## src/gr_pkg.sv

```systemverilog
// What this block does
// - Registers: 9-bit address, 16-bit value only
// - Configuration words kept thrice, self-correcting by vote
// - Corrected copy mismatch raises a warning pulse
// - Address zero forwards to selected pixel pair
// - Pixel selection comes from row/column registers
// - Fifteen 16-bit diagnostic counters, read and writable
// - Any counter write clears it to zero
// - Each counter counts its own event signal; counter 0 also counts vote warnings
// - Counters saturate at maximum, never wrap
// - Oscillator registers read-only, 12+4 bit fields
// - Low field counts ticks, high counts start/stop
// - Oscillator fields cleared by reset or global pulse only
// - Converter address reads result, writes ignored
// - Scratch words store and return written data
// - Five-bit select enables exactly one of 32
// - Converter step rate is clock divided by 128
// - Twelve-bit successive approximation, one bit per step
// - Read-back carries 10-bit extended address
package gr_pkg;

    localparam int ADDR_W      = 9;
    localparam int EXT_ADDR_W  = 10;
    localparam int DATA_W      = 16;
    localparam int N_CFG       = 8;
    localparam int N_CNT       = 15;
    localparam int N_RING      = 8;
    localparam int N_SCRATCH   = 2;
    localparam int RING_LO_W   = 12;
    localparam int RING_HI_W   = 4;
    localparam int MON_SEL_W   = 5;
    localparam int MON_INPUTS  = 32;
    localparam int ADC_W       = 12;
    localparam int ADC_DIV     = 128;
    localparam int ADC_DIV_W   = 7;

    localparam logic [ADDR_W-1:0] OFS_PORTAL   = 9'h000;
    localparam logic [ADDR_W-1:0] OFS_CFG      = 9'h001;
    localparam logic [ADDR_W-1:0] OFS_SCRATCH  = 9'h010;
    localparam logic [ADDR_W-1:0] OFS_CNT      = 9'h020;
    localparam logic [ADDR_W-1:0] OFS_RING     = 9'h030;
    localparam logic [ADDR_W-1:0] OFS_ADC      = 9'h03f;

    // Index of configuration words with fixed roles
    localparam int CFG_ROW     = 0;
    localparam int CFG_COL     = 1;
    localparam int CFG_MON     = 2;

    localparam logic [DATA_W-1:0] CFG_RESET    = 16'h0000;
    localparam logic [DATA_W-1:0] SCRATCH_RESET = 16'h0000;
    localparam logic [DATA_W-1:0] UNMAPPED_READ = 16'h0000;

    typedef enum logic [1:0] {
        SAR_IDLE = 2'b00,
        SAR_CONV = 2'b01,
        SAR_DONE = 2'b11
    } gr_sar_state_t;

endpackage

```

## src/gr_sat_counter.sv

```systemverilog
`timescale 1ns/1ns
module gr_sat_counter #(
    parameter int W = 16
) (
    input  wire logic         mclk,
    input  wire logic         rst,
    input  wire logic         clear,
    input  wire logic         event_in,
    output logic [W-1:0]      count
);
    always_ff @(posedge mclk) begin
        if (rst) begin
            count <= '0;
        end else if (clear) begin
            count <= '0;
        end else if (event_in && count != {W{1'b1}}) begin
            count <= count + 1'b1;
        end
    end
endmodule

```

## src/gr_regfile.sv

```systemverilog
`timescale 1ns/1ns
module gr_regfile #(
    parameter int N_CNT_P  = gr_pkg::N_CNT,
    parameter int N_RING_P = gr_pkg::N_RING
) (
    input  wire logic                          mclk,
    input  wire logic                          rst,
    input  wire logic                          wr_en,
    input  wire logic                          rd_en,
    input  wire logic [gr_pkg::ADDR_W-1:0]     addr,
    input  wire logic [gr_pkg::DATA_W-1:0]     wdata,
    output logic                               rd_valid,
    output logic [gr_pkg::EXT_ADDR_W-1:0]      rd_ext_addr,
    output logic [gr_pkg::DATA_W-1:0]          rdata,
    output logic                               pix_wr,
    output logic                               pix_rd,
    output logic [gr_pkg::DATA_W-1:0]          pix_wdata,
    input  wire logic [gr_pkg::DATA_W-1:0]     pix_rdata,
    output logic [gr_pkg::DATA_W-1:0]          pix_row,
    output logic [gr_pkg::DATA_W-1:0]          pix_col,
    output logic [gr_pkg::N_CFG*gr_pkg::DATA_W-1:0] cfg_words,
    input  wire logic                          single_event_upset,
    input  wire logic [1:0]                    upset_copy,
    input  wire logic [2:0]                    upset_word,
    input  wire logic [gr_pkg::DATA_W-1:0]     upset_mask,
    output logic                               redundancy_mismatch_flag,
    input  wire logic [N_CNT_P-1:0]            cnt_event,
    input  wire logic [N_RING_P-1:0]           ring_tick,
    input  wire logic [N_RING_P-1:0]           ring_startstop,
    input  wire logic                          global_pulse,
    output logic [gr_pkg::MON_INPUTS-1:0]      mon_sel_onehot,
    output logic                               adc_step_en,
    output logic [gr_pkg::ADC_W-1:0]           adc_trial,
    input  wire logic                          adc_cmp,
    output logic                               adc_busy
);
    import gr_pkg::*;

    ////////////////////////////////////////////////////////////////////////
    // Address decode

    logic                 hit_cfg;
    logic                 hit_scr;
    logic                 hit_cnt;
    logic                 hit_ring;
    logic [ADDR_W-1:0]    rel_cfg;
    logic [ADDR_W-1:0]    rel_scr;
    logic [ADDR_W-1:0]    rel_cnt;
    logic [ADDR_W-1:0]    rel_ring;

    always_comb begin
        rel_cfg  = addr - OFS_CFG;
        rel_scr  = addr - OFS_SCRATCH;
        rel_cnt  = addr - OFS_CNT;
        rel_ring = addr - OFS_RING;
        hit_cfg  = addr >= OFS_CFG && rel_cfg < ADDR_W'(N_CFG);
        hit_scr  = addr >= OFS_SCRATCH && rel_scr < ADDR_W'(N_SCRATCH);
        hit_cnt  = addr >= OFS_CNT && rel_cnt < ADDR_W'(N_CNT_P);
        hit_ring = addr >= OFS_RING && rel_ring < ADDR_W'(N_RING_P);
    end

    ////////////////////////////////////////////////////////////////////////
    // Write strobes; oscillator and converter words get none

    logic [N_CFG-1:0]     wr_cfg;
    logic [N_SCRATCH-1:0] wr_scr;
    logic [N_CNT_P-1:0]   wr_cnt;

    always_comb begin
        wr_cfg = '0;
        wr_scr = '0;
        wr_cnt = '0;
        for (int i = 0; i < N_CFG; i++) begin
            wr_cfg[i] = wr_en && hit_cfg && rel_cfg == ADDR_W'(i);
        end
        for (int i = 0; i < N_SCRATCH; i++) begin
            wr_scr[i] = wr_en && hit_scr && rel_scr == ADDR_W'(i);
        end
        for (int i = 0; i < N_CNT_P; i++) begin
            wr_cnt[i] = wr_en && hit_cnt && rel_cnt == ADDR_W'(i);
        end
    end

    ////////////////////////////////////////////////////////////////////////
    // Pixel portal: no storage, straight through to the pair selected

    always_comb begin
        pix_wr    = wr_en && addr == OFS_PORTAL;
        pix_rd    = rd_en && addr == OFS_PORTAL;
        pix_wdata = wdata;
    end

    ////////////////////////////////////////////////////////////////////////
    // Configuration words, three copies with majority vote each cycle

    logic [DATA_W-1:0] copy_a [N_CFG];
    logic [DATA_W-1:0] copy_b [N_CFG];
    logic [DATA_W-1:0] copy_c [N_CFG];
    logic [DATA_W-1:0] voted  [N_CFG];
    logic              any_mismatch;

    always_comb begin
        any_mismatch = 1'b0;
        for (int i = 0; i < N_CFG; i++) begin
            voted[i] = (copy_a[i] & copy_b[i]) | (copy_b[i] & copy_c[i])
                     | (copy_a[i] & copy_c[i]);
            if (copy_a[i] != copy_b[i] || copy_b[i] != copy_c[i]) begin
                any_mismatch = 1'b1;
            end
        end
    end

    // Strike pattern per copy; copy code 3 hits nothing. Only one copy is
    // ever struck, so the vote can always repair it.
    logic [DATA_W-1:0] strike_a [N_CFG];
    logic [DATA_W-1:0] strike_b [N_CFG];
    logic [DATA_W-1:0] strike_c [N_CFG];

    always_comb begin
        for (int i = 0; i < N_CFG; i++) begin
            strike_a[i] = '0;
            strike_b[i] = '0;
            strike_c[i] = '0;
            if (single_event_upset && upset_word == 3'(i)) begin
                case (upset_copy)
                    2'h0: strike_a[i] = upset_mask;
                    2'h1: strike_b[i] = upset_mask;
                    2'h2: strike_c[i] = upset_mask;
                    default: begin
                    end
                endcase
            end
        end
    end

    // Write wins over a strike in the same cycle; a strike lands in one
    // copy and is voted out on the next edge.
    always_ff @(posedge mclk) begin
        if (rst) begin
            for (int i = 0; i < N_CFG; i++) begin
                copy_a[i] <= CFG_RESET;
                copy_b[i] <= CFG_RESET;
                copy_c[i] <= CFG_RESET;
            end
        end else begin
            for (int i = 0; i < N_CFG; i++) begin
                if (wr_cfg[i]) begin
                    copy_a[i] <= wdata;
                    copy_b[i] <= wdata;
                    copy_c[i] <= wdata;
                end else begin
                    copy_a[i] <= voted[i] ^ strike_a[i];
                    copy_b[i] <= voted[i] ^ strike_b[i];
                    copy_c[i] <= voted[i] ^ strike_c[i];
                end
            end
        end
    end

    always_ff @(posedge mclk) begin
        if (rst) begin
            redundancy_mismatch_flag <= 1'b0;
        end else begin
            redundancy_mismatch_flag <= any_mismatch;
        end
    end

    always_comb begin
        for (int i = 0; i < N_CFG; i++) begin
            cfg_words[i*DATA_W +: DATA_W] = voted[i];
        end
        pix_row = voted[CFG_ROW];
        pix_col = voted[CFG_COL];
    end

    ////////////////////////////////////////////////////////////////////////
    // Scratch words

    logic [DATA_W-1:0] scratch_reg [N_SCRATCH];

    always_ff @(posedge mclk) begin
        if (rst) begin
            for (int i = 0; i < N_SCRATCH; i++) begin
                scratch_reg[i] <= SCRATCH_RESET;
            end
        end else begin
            for (int i = 0; i < N_SCRATCH; i++) begin
                if (wr_scr[i]) begin
                    scratch_reg[i] <= wdata;
                end
            end
        end
    end

    ////////////////////////////////////////////////////////////////////////
    // Diagnostic counters; counter 0 also sees the vote warning

    logic [DATA_W-1:0] cnt_val [N_CNT_P];

    for (genvar g = 0; g < N_CNT_P; g++) begin : g_cnt
        logic ev;
        assign ev = (g == 0) ? (cnt_event[g] | redundancy_mismatch_flag)
                             : cnt_event[g];
        gr_sat_counter #(
            .W        (DATA_W)
        ) u_cnt (
            .mclk     (mclk),
            .rst      (rst),
            .clear    (wr_cnt[g]),
            .event_in (ev),
            .count    (cnt_val[g])
        );
    end

    ////////////////////////////////////////////////////////////////////////
    // Oscillator counters; no write path reaches them

    logic [RING_LO_W-1:0] ring_lo_reg [N_RING_P];
    logic [RING_HI_W-1:0] ring_hi_reg [N_RING_P];

    always_ff @(posedge mclk) begin
        if (rst || global_pulse) begin
            for (int i = 0; i < N_RING_P; i++) begin
                ring_lo_reg[i] <= '0;
                ring_hi_reg[i] <= '0;
            end
        end else begin
            for (int i = 0; i < N_RING_P; i++) begin
                if (ring_tick[i]) begin
                    ring_lo_reg[i] <= ring_lo_reg[i] + 1'b1;
                end
                if (ring_startstop[i]) begin
                    ring_hi_reg[i] <= ring_hi_reg[i] + 1'b1;
                end
            end
        end
    end

    ////////////////////////////////////////////////////////////////////////
    // Monitor selector and converter
    // Divider runs from reset on, so steps never bunch after a write

    logic [ADC_DIV_W-1:0] div_reg;
    gr_sar_state_t        sar_reg;
    logic [ADC_W-1:0]     sar_bit_reg;
    logic [ADC_W-1:0]     adc_result_reg;

    always_comb begin
        mon_sel_onehot = '0;
        mon_sel_onehot[voted[CFG_MON][MON_SEL_W-1:0]] = 1'b1;
        adc_step_en = div_reg == ADC_DIV_W'(ADC_DIV - 1);
        adc_busy    = sar_reg == SAR_CONV;
    end

    always_ff @(posedge mclk) begin
        if (rst) begin
            div_reg <= '0;
        end else begin
            div_reg <= div_reg + 1'b1;
        end
    end

    // Free running: done returns to idle, and a new conversion starts at the step after that, so
    // the result word is at most one conversion old.
    always_ff @(posedge mclk) begin
        if (rst) begin
            sar_reg        <= SAR_IDLE;
            sar_bit_reg    <= '0;
            adc_trial      <= '0;
            adc_result_reg <= '0;
        end else if (adc_step_en) begin
            case (sar_reg)
                SAR_IDLE: begin
                    sar_reg     <= SAR_CONV;
                    sar_bit_reg <= {1'b1, {(ADC_W-1){1'b0}}};
                    adc_trial   <= {1'b1, {(ADC_W-1){1'b0}}};
                end
                SAR_CONV: begin
                    // One bit decided per step, MSB first
                    if (!adc_cmp) begin
                        adc_trial <= (adc_trial & ~sar_bit_reg)
                                   | (sar_bit_reg >> 1);
                    end else begin
                        adc_trial <= adc_trial | (sar_bit_reg >> 1);
                    end
                    sar_bit_reg <= sar_bit_reg >> 1;
                    if (sar_bit_reg[0]) begin
                        sar_reg        <= SAR_DONE;
                        adc_result_reg <= adc_cmp ? adc_trial
                                        : (adc_trial & ~sar_bit_reg);
                    end
                end
                SAR_DONE: begin
                    sar_reg <= SAR_IDLE;
                end
                default: begin
                    sar_reg <= SAR_IDLE;
                end
            endcase
        end
    end

    ////////////////////////////////////////////////////////////////////////
    // Read-back; answered on the edge after the request

    logic [DATA_W-1:0]     rd_mux;
    logic [EXT_ADDR_W-1:0] ext_mux;

    always_comb begin
        rd_mux  = UNMAPPED_READ;
        ext_mux = {1'b0, addr};
        if (addr == OFS_PORTAL) begin
            rd_mux  = pix_rdata;
            ext_mux = {1'b1, voted[CFG_ROW][ADDR_W-1:0]};
        end else if (hit_cfg) begin
            rd_mux = voted[rel_cfg[2:0]];
        end else if (hit_scr) begin
            rd_mux = scratch_reg[rel_scr[0]];
        end else if (hit_cnt) begin
            rd_mux = cnt_val[rel_cnt[3:0]];
        end else if (hit_ring) begin
            rd_mux = {ring_hi_reg[rel_ring[2:0]],
                      ring_lo_reg[rel_ring[2:0]]};
        end else if (addr == OFS_ADC) begin
            rd_mux = {4'h0, adc_result_reg};
        end
    end

    always_ff @(posedge mclk) begin
        if (rst) begin
            rd_valid    <= 1'b0;
            rd_ext_addr <= '0;
            rdata       <= '0;
        end else begin
            rd_valid <= rd_en;
            if (rd_en) begin
                rd_ext_addr <= ext_mux;
                rdata       <= rd_mux;
            end
        end
    end

endmodule

```

## config.mk

```make
export PLATFORM = sky130hd
export DESIGN_NAME = gr_regfile
export DESIGN_NICKNAME = d
export VERILOG_FILES = /design/src/gr_pkg.sv /design/src/gr_sat_counter.sv /design/src/gr_regfile.sv
export SDC_FILE = /design/constraint.sdc
export NUM_CORES = 2
export LEC_CHECK = 0
export BUFFER_PORTS_ARGS = -buffer_cell sky130_fd_sc_hd__buf_4
export CAP_MARGIN = 30
export CELL_PAD_IN_SITES_DETAIL_PLACEMENT = 1
export CELL_PAD_IN_SITES_GLOBAL_PLACEMENT = 1
export CORE_MARGIN = 2
export CORE_UTILIZATION = 25
export DETAILED_ROUTE_END_ITERATION = 10
export PLACE_DENSITY = 0.55
export SYNTH_ARGS = -nofsm -noshare
export SYNTH_HDL_FRONTEND = slang
export SYNTH_HIERARCHICAL = 1
export SYNTH_SLANG_ARGS = --single-unit
```

## constraint.sdc

```tcl
create_clock -name mclk -period 7.4 [get_ports mclk]
set_input_delay 1.11 -clock mclk [delete_from_list [all_inputs] [get_ports mclk]]
set_output_delay 1.11 -clock mclk [all_outputs]
set_load 0.01 [all_outputs]
```

==> metrics.txt <==
status completed; number of buffers created by CTS 108; layout cells sized above 1 14.6%; total gr overflow 0; initial antenna violation count 16; via/cell ratio 5.11; mean cell area of the mapped netlist 9.69 um^2; DR WL/cell 25.5 um; chip width 476 um; max reg flops 240; CTS Root Cell clkbuf_16; fin worst setup slack 2.45 ns; Die Y 476 um; cell area after layout 66,800 um^2; Synth cell types 75; DRT antenna net count 0; clk slew on worst S/H paths 0.06 ns; # IOs 352; Fin. Hold Viols 0; multiplexer share of the synthesized area 6.93%; Post-Place Cell Area 63,000 um^2; Least-Margin Pin Slew 1.11 ns; number of flops mapped to enable cells by yosys 544; Pins Over Slew Limit 0; post_cts resized 0; global-route wire length before repair 343 mm; DRC 0; Post-Synth Adder-Cell Area 6.68%; crit path max fanout 25; Async S/R FF share, synth 0%; vias in the first global route 47,900; Worst Hold Class register to register; fin crit share 67.0%; Core ar. 222,000 um^2; Final TNS setup 0 ns; Nets 6,733; Post-Synth Simple-Gate Area 18.9%; GRT Util Overall 20.5%; data required time at the worst endpoint 6.29 ns; leakage power 25.4 nW; iteration-0 DRC count of the detailed router 3,799; max_slew headroom 25.9%; CTS sink count 857; vias 48,100; Max Clk Rate 0.202 GHz; Final setup violation count 0; CTS tree done; Most flops, register g_cnt.u_cnt/count; P per Cell Area 202 nW/um^2; Synth Flop Type edfxtp_1; register area share after synthesis 40.5%; CTS Hold Bufs 0; Initial Utilization 25.1%; H-tree lvl count 3; critical path class input port to output pin; GPL Wtd Cong 0.890; critical path capture point type output pin; worst-case clock skew 0.0344 ns; Die ar. 227,000 um^2; synthesized area 55,800 um^2; compound-cell area share of the yosys netlist 14.6%; Max Cap Violations 0; Post-CTS Setup Bufs 0; yosys synthesis warning count 6; largest family of logic cells by synthesized area simple AND/OR/NAND/NOR gates; IO buf count 351; Final min period 4.95 ns; Setup WS pre-CTS 2.20 ns; flop2flop setup slack 4.25 ns; WP data arrival 3.84 ns; crit start category input port; largest net degree at the start of global routing 154; xor and xnor area share after synthesis 7.64%; # fillers 25,800; Area Overhead vs Synth 19.7%; detailed placer's ending HPWL 179 mm; drt pass-1 iters 6; post-synthesis instance total 5,757; total routed wirelength 240 mm; Total Power 0.0135 W; clk_lat worst skew 0.77 ns; Seq cells post-synth 857; Site Rows 173; clock buffer depth 3; RSZ-0062 raised after global routing no; VDD IR max 0.000196 V
==> cells in the mapped netlist, drive strengths merged (159+ instances only) <==
cell type / instances / area [um^2]
nand3: 166 / 831
a211oi: 179 / 1420
a21oi: 213 / 1070
xnor2: 412 / 3610
edfxtp: 544 / 16300
inv: 159 / 597
mux2i: 229 / 2290
ha: 298 / 3730
dfxtp: 313 / 6270
nor2: 605 / 2270
nand2: 650 / 2440
clkbuf: 230 / 863
o31ai: 286 / 2150
==> through the flow <==
step	utilization [%]	hold WS, ns	instances
floorplan	-	0.413	6140
global placement	28.0	0.425	9140
detailed placement	28.4	0.439	9197
CTS	30.0	0.454	9397
global route	30.1	0.479	9403
finish	30.1	0.449	9407
==> kinds of logic after synthesis <==
family / count (synthesis)
AO/OA/AOI/OAI: 1164
XOR/XNOR: 487
adder cells (fa/ha/maj): 298
buffers and inverters: 555
flip-flops: 857
multiplexers: 300
other: 1
AND/OR/NAND/NOR: 2095
==> routing by layer <==
layer,vias to the layer above,wire (um),GRT usage (%)
met5,-,29,0
met3,402,13300,2.85
li1,22000,-,-
met4,4,10500,8.10
met2,1307,115000,34.6
met1,24400,102000,26.4
==> cells in the final DEF, fill, tap and decap left out, drive strengths merged, types with 52 or more instances in the layout <==
| master | instances |
|---|---|
| mux4 | 69 |
| a21oi | 213 |
| and3 | 139 |
| nor3 | 52 |
| clkbuf | 156 |
| o31ai | 286 |
| xnor2 | 412 |
| nand2 | 650 |
| nor2 | 605 |
| dfxtp | 313 |
| buf | 476 |
| and2 | 98 |
| xor2 | 75 |
| a31oi | 64 |
| edfxtp | 544 |
| nand3 | 166 |
| inv | 161 |
| o21ai | 147 |
| conb | 384 |
| or3 | 125 |
| mux2i | 229 |
| a211oi | 179 |
| ha | 298 |
| nor4 | 76 |
| nand4 | 88 |
==> area by class of cell <==
| type | instances | area, um^2 | share of cell area (%) |
|---|---|---|---|
| antenna | 7 | 17.5 | 0.0262 |
| clock buffer | 156 | 3190 | 4.78 |
| clock inverter | 44 | 513 | 0.768 |
| inverter | 164 | 616 | 0.922 |
| multi-input combinational | 4728 | 32100 | 48.1 |
| sequential | 857 | 22600 | 33.9 |
| tap | 2975 | 3720 | 5.58 |
| timing repair buffer | 476 | 3980 | 5.96 |
==> critical path: stages <==
cell	delay (ns)
buf_4	0.26
inv_2	0.49
ha_4	0.28
nor3b_1	0.53
nand4b_1	0.64
nor2_1	0.34
buf_4	0.17
==> path summary, 6_finish.rpt <==
kind / from / to / cells after the start
worst min register to register: div_reg[0]$_SDFF_PP0_ / div_reg[0]$_SDFF_PP0_ / 1
worst min-delay path: div_reg[0]$_SDFF_PP0_ / div_reg[0]$_SDFF_PP0_ / 1
worst max-delay path: addr[0] / pix_rd / 7
worst max register to register: copy_c[0][35]$_SDFFCE_PN0P_ / rdata[3]$_SDFFE_PP0P_ / 7
==> report_power, final <==
group          leakage (nW)  internal, W  switching [W]
sequential             8.25      0.00537       0.000183
clock                  1.82      0.00330        0.00233
combinational          15.3     0.000844        0.00150
No activity file was read; power rests on OpenSTA's default activity.
